$ cat src/logic/mspr_pkg.sv
// Package with register map, field positions and carrier types for the PCS status bank
package mspr_pkg;

    ////////////////////////////////////////////////////////////////////////////
    // Register indices and byte addresses
    localparam logic [7:0]  IDX_PCS_CONTROL  = 8'h10;
    localparam logic [7:0]  IDX_PCS_STATUS   = 8'h11;
    localparam logic [7:0]  IDX_ADV_WORD     = 8'h12;
    localparam logic [7:0]  IDX_PARTNER_WORD = 8'h13;
    localparam logic [7:0]  IDX_COMMA_STATUS = 8'h14;
    localparam logic [7:0]  IDX_TX_GOOD      = 8'h15;
    localparam logic [7:0]  IDX_TX_SELECT    = 8'h16;
    localparam logic [11:0] ADDR_PCS_CONTROL  = {2'h0, IDX_PCS_CONTROL, 2'h0};
    localparam logic [11:0] ADDR_PCS_STATUS   = {2'h0, IDX_PCS_STATUS, 2'h0};
    localparam logic [11:0] ADDR_ADV_WORD     = {2'h0, IDX_ADV_WORD, 2'h0};
    localparam logic [11:0] ADDR_PARTNER_WORD = {2'h0, IDX_PARTNER_WORD, 2'h0};
    localparam logic [11:0] ADDR_COMMA_STATUS = {2'h0, IDX_COMMA_STATUS, 2'h0};
    localparam logic [11:0] ADDR_TX_GOOD      = {2'h0, IDX_TX_GOOD, 2'h0};
    localparam logic [11:0] ADDR_TX_SELECT    = {2'h0, IDX_TX_SELECT, 2'h0};

    ////////////////////////////////////////////////////////////////////////////
    // Field positions
    localparam int BIT_FORCE_ADV     = 11;
    localparam int BIT_SYNC_LOST     = 15;
    localparam int BIT_CG_BAD        = 14;
    localparam int BIT_ALIGN_ERR     = 12;
    localparam int BIT_LP_RESTART    = 11;
    localparam int BIT_CNT_ACTIVE    = 15;
    localparam int SEL_LSB           = 14;
    localparam logic [1:0] SEL_MEDIA = 2'h0;
    localparam logic [1:0] SEL_MAC   = 2'h1;

    ////////////////////////////////////////////////////////////////////////////
    // Reset values and counts
    localparam logic [15:0] RESET_CONTROL  = 16'h0000;
    localparam logic [15:0] RESET_ADV_WORD = 16'h0000;
    localparam logic [13:0] TX_COUNT_WRAP  = 14'h270F;

    ////////////////////////////////////////////////////////////////////////////
    // Live state reported by the PCS on the serial side
    typedef struct packed {
        logic        sync_lost;
        logic        cg_bad;
        logic        align_err;
        logic        lp_restart;
        logic [1:0]  remote_fault;
        logic [3:0]  lp_abilities;
        logic        lp_an_capable;
        logic        link_up;
        logic        an_complete;
        logic        signal_detect;
    } mspr_pcs_type;

    // Comma and word events from the receiver
    typedef struct packed {
        logic        comma_realign;
        logic        serdes_sig_det;
        logic        qsgmii_sync;
        logic        comma_detect;
        logic [3:0]  comma_pos;
        logic        partner_word_valid;
        logic [15:0] partner_word;
    } mspr_rx_type;

    // Transmit packet events
    typedef struct packed {
        logic media_link_up;
        logic mac_tx_good;
        logic media_tx_good;
    } mspr_tx_type;

endpackage : mspr_pkg

$ cat src/logic/mspr_regs.sv
// MAC SerDes PCS status and ability register bank behind an APB slave
// Overview of operation
// (RULE_01) Bit 15: sync lost since last read
// (RULE_02) Bit 14: bad code-group since last read
// (RULE_03) Bit 12: SGMII alignment error seen
// (RULE_04) Bit 11: partner asked autoneg restart
// (RULE_05) Bits 9:8: remote fault from MAC
// (RULE_06) Bits 7:4: MAC advertised pause/duplex abilities
// (RULE_07) Bit 3: partner autoneg capable
// (RULE_08) Bits 2:0: link, autoneg done, signal
// (RULE_09) Advertised word, reset zero, write when forced
// (RULE_10) Advertised read undefined when not forced
// (RULE_11) Hold last received partner code word
// (RULE_12) Comma realigned: sticky, clear on read
// (RULE_13) Signal detect event: sticky, clear on read
// (RULE_14) QSGMII sync status, first port only
// (RULE_15) Comma detect live, one after read
// (RULE_16) Bits 11:8: comma position 0..9
// (RULE_17) Bit 15: good counter active
// (RULE_18) Good packet count wraps modulo 10000
// (RULE_19) Force bit selects register advertised word
// (RULE_20) Select field: 00 media, 01 MAC
// (RULE_21) Counters advance only with media link
// (RULE_22) Reload since-read flags after status read
//
// Design decision made here: the APB interface to the registers.
`timescale 1ns/10ps
`default_nettype none

module mspr_regs #(
    parameter bit FIRST_PORT = 1'b1
) (
    input  wire logic                  core_clk,
    input  wire logic                  reset,
    input  wire logic                  psel,
    input  wire logic                  penable,
    input  wire logic                  pwrite,
    input  wire logic [11:0]           paddr,
    input  wire logic [31:0]           pwdata,
    input  wire logic [3:0]            pstrb,
    output logic      [31:0]           prdata,
    output logic                       pready,
    output logic                       pslverr,
    input  wire mspr_pkg::mspr_pcs_type pcs_in,
    input  wire mspr_pkg::mspr_rx_type  rx_in,
    input  wire mspr_pkg::mspr_tx_type  tx_in,
    input  wire logic [15:0]           internal_adv_word,
    output logic      [15:0]           adv_word_out,
    output logic                       force_advertised_ability_bit
);
    import mspr_pkg::*;

    ////////////////////////////////////////////////////////////////////////////
    // Behaviour notes
    //
    // Bus timing
    // Setup: psel high, penable low
    // First access cycle takes the request
    // Second access cycle: pready pulse
    // One wait state on every transfer
    // Back-to-back transfers accepted
    // Write lands with the pready rise
    // Read data held until next read
    // Upper read half always zero
    // Byte lanes 0 and 1 act per byte
    // Byte lanes 2 and 3 ignored
    // Pslverr only with pready
    // Pready low during reset
    //
    // Errors
    // Unmapped address: pslverr with pready
    // Unmapped read returns zero
    // Misaligned address is unmapped
    // Read-only writes dropped silently
    // Unforced advertised write dropped
    //
    // Read side effects
    // Status read reloads since-read flags
    // Event in the read cycle stays set
    // Comma read clears its sticky flags
    // Event in that cycle keeps them set
    // Comma read parks detect at one
    // Next cycle detect follows the line
    // Read value taken before side effects
    // No clear write needed for flags
    //
    // Live fields
    // Status bits 9:0 taken at read cycle
    // Nonzero remote fault means fault
    // Abilities: asym, sym, full, half
    // Comma position and sync likewise live
    // Sync bit low on every other port
    // Comma position void on QSGMII
    //
    // Packet counter
    // Select 00 media lane, 01 MAC lane
    // Select 10 and 11 count nothing
    // One pulse per good packet
    // Counts only while media link up
    // Wraps from top value to zero
    // Active bit is registered link level
    // New select acts from next cycle
    //
    // Advertised word
    // Force bit picks the stored word
    // Otherwise the internal word
    // Output lags selection by one cycle
    // Register clears to zero on reset
    // Stored word read back regardless
    // Software ignores it when unforced
    //
    // Partner word
    // Taken on its valid pulse
    // Held between pulses, read-only
    // Zero after reset
    //
    // Reset
    // Synchronous, active high
    // All flops to reset values
    // Bus outputs low while held
    // Counter and select cleared
    // First setup right after release
    //
    // Hazards
    // Set and clear together: set wins
    // Status read and event: event kept
    // Comma read and realign: flag kept
    // Wrap and count share one update
    // No path from inputs to output pins
    //
    // Limitations
    // No interrupt; software polls flags
    // Pending flags lost on reset
    // Reserved status bits read zero
    // Reserved comma bits read zero
    // Counter bit 14 reads zero
    // Control word is a plain store
    // Only control bit 11 acts here
    // Spare control bits have no effect
    // Select word low bits read zero
    // Detect parked at one only briefly
    // Status bits 12 and 11 also reload

    ////////////////////////////////////////////////////////////////////////////
    // State
    logic [15:0] control;
    logic [15:0] adv_word;
    logic [15:0] partner_word;
    // Since-read status flags
    logic        sync_lost_flag;
    logic        cg_bad_flag;
    logic        align_flag;
    logic        restart_flag;
    // Sticky comma flags and parked comma detect
    logic        realign_flag;
    logic        sig_det_flag;
    logic        comma_flag;
    // Packet counter
    logic [1:0]  tx_select;
    logic [13:0] tx_count;
    logic        cnt_active;
    // Bus answer and advertised output
    logic [31:0] read_data;
    logic        ready_q;
    logic        err_q;
    logic [15:0] adv_q;

    // Next values
    logic [15:0] next_control;
    logic [15:0] next_adv_word;
    logic [15:0] next_partner_word;
    logic        next_sync_lost_flag;
    logic        next_cg_bad_flag;
    logic        next_align_flag;
    logic        next_restart_flag;
    logic        next_realign_flag;
    logic        next_sig_det_flag;
    logic        next_comma_flag;
    logic [1:0]  next_tx_select;
    logic [13:0] next_tx_count;
    logic        next_cnt_active;
    logic [31:0] next_read_data;
    logic        next_ready_q;
    logic        next_err_q;
    logic [15:0] next_adv_q;

    // Decode and read views
    logic        access;
    logic        wr;
    logic        rd;
    logic        mapped;
    logic        rd_status;
    logic        rd_comma;
    logic        tx_event;
    logic [15:0] status_word;
    logic [15:0] comma_word;
    logic [15:0] tx_word;
    logic [15:0] wdata16;
    logic [15:0] wmask;

    ////////////////////////////////////////////////////////////////////////////
    // Bus decode: access phase with one wait state
    assign access    = psel && penable && !ready_q;
    assign wr        = access && pwrite;
    assign rd        = access && !pwrite;
    assign mapped    = (paddr == ADDR_PCS_CONTROL) || (paddr == ADDR_PCS_STATUS)
                    || (paddr == ADDR_ADV_WORD) || (paddr == ADDR_PARTNER_WORD)
                    || (paddr == ADDR_COMMA_STATUS) || (paddr == ADDR_TX_GOOD)
                    || (paddr == ADDR_TX_SELECT);
    assign rd_status = rd && (paddr == ADDR_PCS_STATUS);
    assign rd_comma  = rd && (paddr == ADDR_COMMA_STATUS);
    assign wdata16   = pwdata[15:0];
    assign wmask     = {{8{pstrb[1]}}, {8{pstrb[0]}}};

    // Packet event from the selected SerDes, gated by media link
    always_comb begin
        case (tx_select)
            SEL_MEDIA: tx_event = tx_in.media_tx_good;  // [RULE_20]
            SEL_MAC:   tx_event = tx_in.mac_tx_good;    // [RULE_20]
            default:   tx_event = 1'b0;
        endcase
        tx_event = tx_event && tx_in.media_link_up;      // [RULE_21]
    end

    // Read views of the status registers
    always_comb begin
        status_word = {sync_lost_flag, cg_bad_flag, 1'b0, align_flag,      // [RULE_01] [RULE_02] [RULE_03]
                       restart_flag, 1'b0, pcs_in.remote_fault,            // [RULE_04] [RULE_05]
                       pcs_in.lp_abilities, pcs_in.lp_an_capable,          // [RULE_06] [RULE_07]
                       pcs_in.link_up, pcs_in.an_complete, pcs_in.signal_detect}; // [RULE_08]
        comma_word  = {realign_flag, sig_det_flag,                         // [RULE_12] [RULE_13]
                       rx_in.qsgmii_sync && FIRST_PORT, comma_flag,        // [RULE_14] [RULE_15]
                       rx_in.comma_pos, 8'h00};                            // [RULE_16]
        tx_word     = {cnt_active, 1'b0, tx_count};                        // [RULE_17]
    end

    ////////////////////////////////////////////////////////////////////////////
    // Next-state logic for all registers
    always_comb begin
        next_control        = control;
        next_adv_word       = adv_word;
        next_partner_word   = partner_word;
        next_tx_select      = tx_select;
        next_tx_count       = tx_count;
        next_cnt_active     = tx_in.media_link_up;                         // [RULE_17]
        next_read_data      = read_data;
        next_ready_q        = access;
        next_err_q          = access && !mapped;
        next_adv_q          = control[BIT_FORCE_ADV] ? adv_word : internal_adv_word; // [RULE_19]
        // Since-read flags: read reloads live value, event set wins
        next_sync_lost_flag = rd_status ? pcs_in.sync_lost : (sync_lost_flag | pcs_in.sync_lost); // [RULE_01] [RULE_22]
        next_cg_bad_flag    = rd_status ? pcs_in.cg_bad : (cg_bad_flag | pcs_in.cg_bad);         // [RULE_02] [RULE_22]
        next_align_flag     = rd_status ? pcs_in.align_err : (align_flag | pcs_in.align_err);    // [RULE_03] [RULE_22]
        next_restart_flag   = rd_status ? pcs_in.lp_restart : (restart_flag | pcs_in.lp_restart); // [RULE_04] [RULE_22]
        next_realign_flag   = rx_in.comma_realign | (realign_flag & !rd_comma);  // [RULE_12]
        next_sig_det_flag   = rx_in.serdes_sig_det | (sig_det_flag & !rd_comma); // [RULE_13]
        // Comma detect follows the line, forced to one by a read
        next_comma_flag     = rd_comma ? 1'b1 : rx_in.comma_detect;             // [RULE_15]
        if (rx_in.partner_word_valid) begin
            next_partner_word = rx_in.partner_word;                              // [RULE_11]
        end
        if (tx_event) begin
            next_tx_count = (tx_count == TX_COUNT_WRAP) ? 14'h0000 : tx_count + 14'h0001; // [RULE_18]
        end
        if (wr) begin
            case (paddr)
                ADDR_PCS_CONTROL: next_control = (control & ~wmask) | (wdata16 & wmask);
                ADDR_ADV_WORD: begin
                    if (control[BIT_FORCE_ADV]) begin                                // [RULE_09]
                        next_adv_word = (adv_word & ~wmask) | (wdata16 & wmask);
                    end
                end
                ADDR_TX_SELECT: begin
                    if (pstrb[1]) begin
                        next_tx_select = pwdata[SEL_LSB+1:SEL_LSB];
                    end
                end
                default: next_control = control;
            endcase
        end
        if (rd) begin
            case (paddr)
                ADDR_PCS_CONTROL:  next_read_data = {16'h0000, control};
                ADDR_PCS_STATUS:   next_read_data = {16'h0000, status_word};
                ADDR_ADV_WORD:     next_read_data = {16'h0000, adv_word};    // [RULE_10]
                ADDR_PARTNER_WORD: next_read_data = {16'h0000, partner_word};
                ADDR_COMMA_STATUS: next_read_data = {16'h0000, comma_word};
                ADDR_TX_GOOD:      next_read_data = {16'h0000, tx_word};
                ADDR_TX_SELECT:    next_read_data = {16'h0000, tx_select, 14'h0000};
                default:           next_read_data = 32'h00000000;
            endcase
        end
    end

    // Register update
    always_ff @(posedge core_clk) begin
        if (reset) begin
            control        <= RESET_CONTROL;
            adv_word       <= RESET_ADV_WORD;                                  // [RULE_09]
            partner_word   <= 16'h0000;
            sync_lost_flag <= 1'b0;
            cg_bad_flag    <= 1'b0;
            align_flag     <= 1'b0;
            restart_flag   <= 1'b0;
            realign_flag   <= 1'b0;
            sig_det_flag   <= 1'b0;
            comma_flag     <= 1'b0;
            tx_select      <= SEL_MEDIA;
            tx_count       <= 14'h0000;
            cnt_active     <= 1'b0;
            read_data      <= 32'h00000000;
            ready_q        <= 1'b0;
            err_q          <= 1'b0;
            adv_q          <= 16'h0000;
        end else begin
            control        <= next_control;
            adv_word       <= next_adv_word;
            partner_word   <= next_partner_word;
            sync_lost_flag <= next_sync_lost_flag;
            cg_bad_flag    <= next_cg_bad_flag;
            align_flag     <= next_align_flag;
            restart_flag   <= next_restart_flag;
            realign_flag   <= next_realign_flag;
            sig_det_flag   <= next_sig_det_flag;
            comma_flag     <= next_comma_flag;
            tx_select      <= next_tx_select;
            tx_count       <= next_tx_count;
            cnt_active     <= next_cnt_active;
            read_data      <= next_read_data;
            ready_q        <= next_ready_q;
            err_q          <= next_err_q;
            adv_q          <= next_adv_q;
        end
    end

    ////////////////////////////////////////////////////////////////////////////
    // Outputs straight from flip-flops
    assign prdata                       = read_data;
    assign pready                       = ready_q;
    assign pslverr                      = err_q;
    assign adv_word_out                 = adv_q;
    assign force_advertised_ability_bit = control[BIT_FORCE_ADV];

endmodule : mspr_regs
`default_nettype wire

$ cat config.mk
export PLATFORM = sky130hd
export DESIGN_NAME = mspr_regs
export DESIGN_NICKNAME = d
export VERILOG_FILES = /design/src/logic/mspr_pkg.sv /design/src/logic/mspr_regs.sv
export SDC_FILE = /design/constraint.sdc
export NUM_CORES = 1
export LEC_CHECK = 0
export BUFFER_PORTS_ARGS = -buffer_cell sky130_fd_sc_hd__buf_4
export CORE_MARGIN = 2
export CORE_UTILIZATION = 52
export CTS_BUF_LIST = sky130_fd_sc_hd__clkbuf_4
export CTS_CLUSTER_DIAMETER = 80
export DETAILED_ROUTE_END_ITERATION = 7
export PLACE_DENSITY = 0.79
export SKIP_CTS_REPAIR_TIMING = 1
export SLEW_MARGIN = 30
export SYNTH_ARGS = -nofsm -noshare
export SYNTH_HDL_FRONTEND = slang
export SYNTH_SLANG_ARGS = --single-unit
export TNS_END_PERCENT = 100
$ cat constraint.sdc
create_clock -name core_clk -period 2.8 [get_ports core_clk]
set_clock_uncertainty 0.1 [all_clocks]
set_input_delay 0.14 -clock core_clk [delete_from_list [all_inputs] [get_ports core_clk]]
set_output_delay 0.14 -clock core_clk [all_outputs]
set_load 0.02 [all_outputs]
==> Word-level counts from Yosys, hierarchy flattened <==
Cells that the tools add are included.
{ "totals": {"inputBits": 111, "register_bits": 122, "word_cells": 72, "output_inout_bits": 51} }
{ "classes": {"eq_ne": 9, "n_reduce_logical": 22, "bitwise_logic": 14, "mux": 9, "addsub": 1} }
{ "op_table": {"columns": ["op", "count"], "rows": [
  ["$pmux 16 s7", 1],
  ["$eq 12x7->1 const B", 7],
  ["$and 16x16->16", 3],
  ["$or 16x16->16", 2],
  ["$mux 16", 1],
  ["$not 16->16", 1],
  ["$add 14x1->14 const B", 1],
  ["$eq 14x14->1 const B", 1],
  ["$mux 14", 1],
  ["$logic_and 1x1->1", 8],
  ["$logic_or 1x1->1", 6],
  ["$or 1x1->1", 6],
  ["$reduce_and 3->1", 2],
  ["$mux 1", 5],
  ["$logic_not 1->1", 4],
  ["$and 1x1->1", 2],
  ["$eq 2x1->1 const B", 1],
  ["$logic_not 2->1", 1],
  ["$pmux 1 s2", 1],
  ["$reduce_and 2->1", 1]
]} }

==> Depth between registers and ports, before layout <==
{ "logic_depth": {"ltp_word": 9, "depth_mapped": 8, "ltp_nobuf": 6} }

==> Worst setup path after synthesis <==
OpenSTA, ideal clock, no wires.
{ "synth_path": {"path_type": "input to register", "startpoint": "input paddr[9]", "endpoint": "register align_flag", "required_time_ns": 2.572, "arrival_ns": 1.828, "path_buffers": 1, "setup_time_ns": 0.128, "path_slack_ns": 0.745, "stages": 6, "cell_sequence": "or4_4 -> buf_6 -> or3_1 -> or4_1 -> a21oi_1 -> nor2_1"} }
{ "synth_via": {"elab_chain_len": 3} }
{ "synth_lines": {"columns": ["item", "line_no", "text"], "rows": [
  ["from (decl)", "mspr_regs.sv:38", "input wire logic [11:0] paddr,"],
  ["$eq 12x7->1", "mspr_regs.sv:210", "assign rd_status = rd && (paddr == ADDR_PCS_STATUS);"],
  ["$logic_and 1x1->1", "mspr_regs.sv:210", null],
  ["$mux 1", "mspr_regs.sv:253", "next_align_flag = rd_status ? pcs_in.align_err : (align_flag | pcs_in.align_err);"],
  ["to (signal assigned)", "mspr_regs.sv:321", "align_flag <= next_align_flag;"],
  ["to (decl)", "mspr_regs.sv:152", "logic align_flag;"]
]} }
No other way between the ends.
A chain may end at the register's enable or synchronous reset.

==> Worst setup path after layout <==
{ "layout_path": {"startpoint": "register tx_select[0]", "endpoint": "register tx_count[13]"} }
{ "layout_via": {"elab_chain_len": 3, "word_cells_on_any_way": 4, "classes_between": "1 x eq/ne; 1 x mux; 2 x reduce/logical"} }
{ "layout_lines": {"columns": ["item", "line_no", "text"], "rows": [
  ["from (decl)", "mspr_regs.sv:159", "logic [1:0] tx_select;"],
  ["from (signal assigned)", "mspr_regs.sv:326", "tx_select <= next_tx_select;"],
  ["$eq 2x1->1 / $logic_not 2->1 (equally long branches)", "mspr_regs.sv:217", "case (tx_select)"],
  ["$pmux 1 s2 *", "mspr_regs.sv:217", null],
  ["$logic_and 1x1->1 *", "mspr_regs.sv:222", "tx_event = tx_event && tx_in.media_link_up;"],
  ["to (signal assigned)", "mspr_regs.sv:327", "tx_count <= next_tx_count;"],
  ["to (decl)", "mspr_regs.sv:160", "logic [13:0] tx_count;"]
]} }
Mark *: on every way between the ends. The rest lies on a longest branch, timed or not.

==> out/metrics.yaml <==
sta:
  relSlewSlack_pct: 40.8
  setup-violations-final: 0
  fin_crit_ps: 2110
  period_share_pct: 75.3
  slew_viol_final: 0
  worst_pin_slew_ps: 887
  finalHoldViolCount: 0
  fin_tns_setup_ps: 0
  timing.fmax_ghz: 0.474
  rsz0062_at_grt: "false"
  whs_ps: 22.9
setup_path:
  r2r_end: "tx_count[13]$_SDFFE_PP0P_"
  critPathArrivalTime_ps: 2370
  crit_type: "reg2reg"
  cpPeakStageDelay_ps: 830
  worst_r2r_path_depth: 5
  crit_end: "tx_count[13]$_SDFFE_PP0P_"
  crit_path_top_delay_cell: "or4b_2"
  path_cells: "mux2i_1 > or4b_2 > nor3_1 > xnor2_1 > nor2_1"
  worstSetupEndpointType: "register"
  crit_required_ps: 3060
  r2r_slack_ps: 690
  regToRegStartpoint: "tx_select[0]$_SDFFE_PP0P_"
  path_max_fanout: 7
  start_kind: "register"
  crit_path_start: "tx_select[0]$_SDFFE_PP0P_"
global_routing:
  antenna_found_initial: 0
  grt_usage_pct: 25.7
  grt_pass1_wl_microns: 20000
  grt_max_degree: 88
  grt_pass1_vias: 3935
  overflow: 0
synth:
  synth_top_family_by_area: "simple AND/OR/NAND/NOR gates"
  syn_area_sq_um: 4760
  yosys_warnings: 0
  yosysSeqAreaShare_pct: 44.6
  ys_types: 50
  ys.flop_type: "dfxtp_1"
  muxShareOfSynthArea_pct: 16.2
  synthArstFlopShare_pct: 0
  ys_ff_latch: 106
  synth-adder-area-share_pct: 0.263
  synth_compound_area_share_pct: 11.5
  synth_area_per_cell_sq_um: 9.01
  syn_inst: 528
  synth_edf_count: 0
  yosys.area_share.simple_pct: 19.1
  synth-xor-area-share_pct: 2.21
route:
  drc_errors: 0
  detail-route-antenna-nets: 0
  drtIter0Drc: 414
  wl_microns: 13700
  met1Wirelength_microns: 5490
  via_per_inst: 5.65
  dr.pass1.iters: 5
  num_vias: 4570
  wl_met3_microns: 1280
  topRoutingLayerUsed: "met4"
  routedWlPerCell_microns: 16.9
  wl_met2_microns: 6650
placed_design:
  numPortBuffers: 127
  place_congestion: 0.897
  post-dp-hpwl_microns: 9370
floorplan:
  start_util_pct: 54.0
  fp.dieH_microns: 99.6
  die_area_sq_um: 9930
  std_cell_rows: 34
  core_area_sq_um: 8810
  die_w_microns: 99.6
  ios: 162
cts:
  clk_pin_slew_ps: 160
  clk_latency_ps: 460
  cts_tree: "built"
  cts.htree.levels: 3
  ctsLongestPathBuffers: 2
  cts_root_buf: "clkbuf_4"
  cts_buffers: 9
  cts_sinks: 106
cells_and_area:
  diodes: 0
  finalNetCount: 808
  final_common_cell: "buf_4"
  areaGrowthSynthToFinish_pct: 34.3
  final_cell_mix: "buf_4 (136), dfxtp_1 (106), nor2_1 (80)"
  drive_above_1_share_pct: 23.5
job:
  cap_violations: 0
worst_hold_path:
  timing.hold.worst.class: "in2reg"
power:
  power_density_nw_per_um2: 416
  total_power_mw: 2.66
  p_leak_nw: 2.60
  peakVddDrop_uv: 269
run_status:
  status: "finished clean"
==> cell usage after synthesis (2+ instances only) <==
library cell | instances | area [sq um]
and2_1 | 2 | 12.5
mux2_2 | 8 | 90.1
and3_1 | 6 | 37.5
xor2_1 | 7 | 61.3
nand2b_1 | 3 | 18.8
a221oi_1 | 10 | 87.6
a222oi_1 | 5 | 50.1
inv_1 | 2 | 7.51
o22ai_1 | 7 | 43.8
or3_1 | 2 | 12.5
nor4_1 | 5 | 31.3
o21ai_1 | 10 | 50.1
nand3_1 | 12 | 60.1
dfxtp_1 | 106 | 2120
nor3_1 | 5 | 25.0
nand2_1 | 61 | 229
nand3b_1 | 2 | 15.0
xnor2_1 | 5 | 43.8
nor2_1 | 80 | 300
buf_1 | 8 | 30.0
a22o_1 | 9 | 78.8
a22oi_1 | 3 | 22.5
clkbuf_1 | 17 | 63.8
buf_4 | 18 | 135
nand4_1 | 3 | 18.8
mux2i_1 | 68 | 681
or4_1 | 3 | 22.5
or4b_2 | 2 | 20.0
buf_2 | 8 | 40.0
a2bb2oi_1 | 2 | 17.5
a21oi_1 | 26 | 130
nor2b_1 | 2 | 12.5
o21ai_0 | 4 | 20.0
==> report_power, final <==
| part | internal, mW | switching (mW) | total, mW |
|---|---|---|---|
| sequential | 1.55 | 0.0193 | 1.57 |
| clock | 0.209 | 0.506 | 0.715 |
| combinational | 0.202 | 0.176 | 0.379 |
==> layer usage <==
layer,vias to the layer above,track usage [%]
met5,-,0
met3,29,6.75
li1,2175,-
met2,225,40.6
met1,2141,34.8
met4,0,7.69
==> layout make-up <==
| type | instances | area (sq um) |
|---|---|---|
| fillers | 661 | 2420 |
| flip-flops and latches | 106 | 2120 |
| inverters | 2 | 7.51 |
| multi-input cells | 383 | 2400 |
| repair buffers | 194 | 1600 |
| clock buffers | 11 | 82.6 |
| clock inverters | 5 | 37.5 |
| well taps | 108 | 135 |
==> kinds of logic (layout without fill, tap and decap cells) <==
group           Yosys count  in the layout
flops                   106            106
xor+xnor                 12             12
simple gates            197            197
buf+inv                  54            212
other cells               1             16
compound gates           81             81
mux                      76             76
fa+ha+maj                 1              1
==> worst max-delay path: cells and delay by family, from the launching register on <==
family	cells	cell delay (ps)
xor+xnor	1	150
mux	1	190
simple gates	3	1160
flops	1	400
==> metrics by stage <==
step	cell area [sq um]	util, %	std cells	worst slack, ps
finish	6390	72.6	809	691
global route	6390	72.6	809	584
CTS	5810	66.0	751	724
detailed placement	5690	64.6	735	478
global placement	5690	64.6	735	513
floorplan	4810	-	543	745
==> worst min path at each step <==
stage                     from                             to  slack [ps]  depth (start not counted)
detailed placement   rx_in[23]        sig_det_flag$_SDFF_PP0_         260                          3
CTS                 pcs_in[12]         cg_bad_flag$_SDFF_PP0_        -230                          3
floorplan           pcs_in[11]          align_flag$_SDFF_PP0_         160                          2
finish                paddr[3]             pslverr$_SDFF_PP0_          20                          3
global route         rx_in[16]  partner_word[11]$_SDFFE_PP0P_          20                          3
global placement    pcs_in[13]      sync_lost_flag$_SDFF_PP0_         250                          3
(Power assumes the default switching activity.)
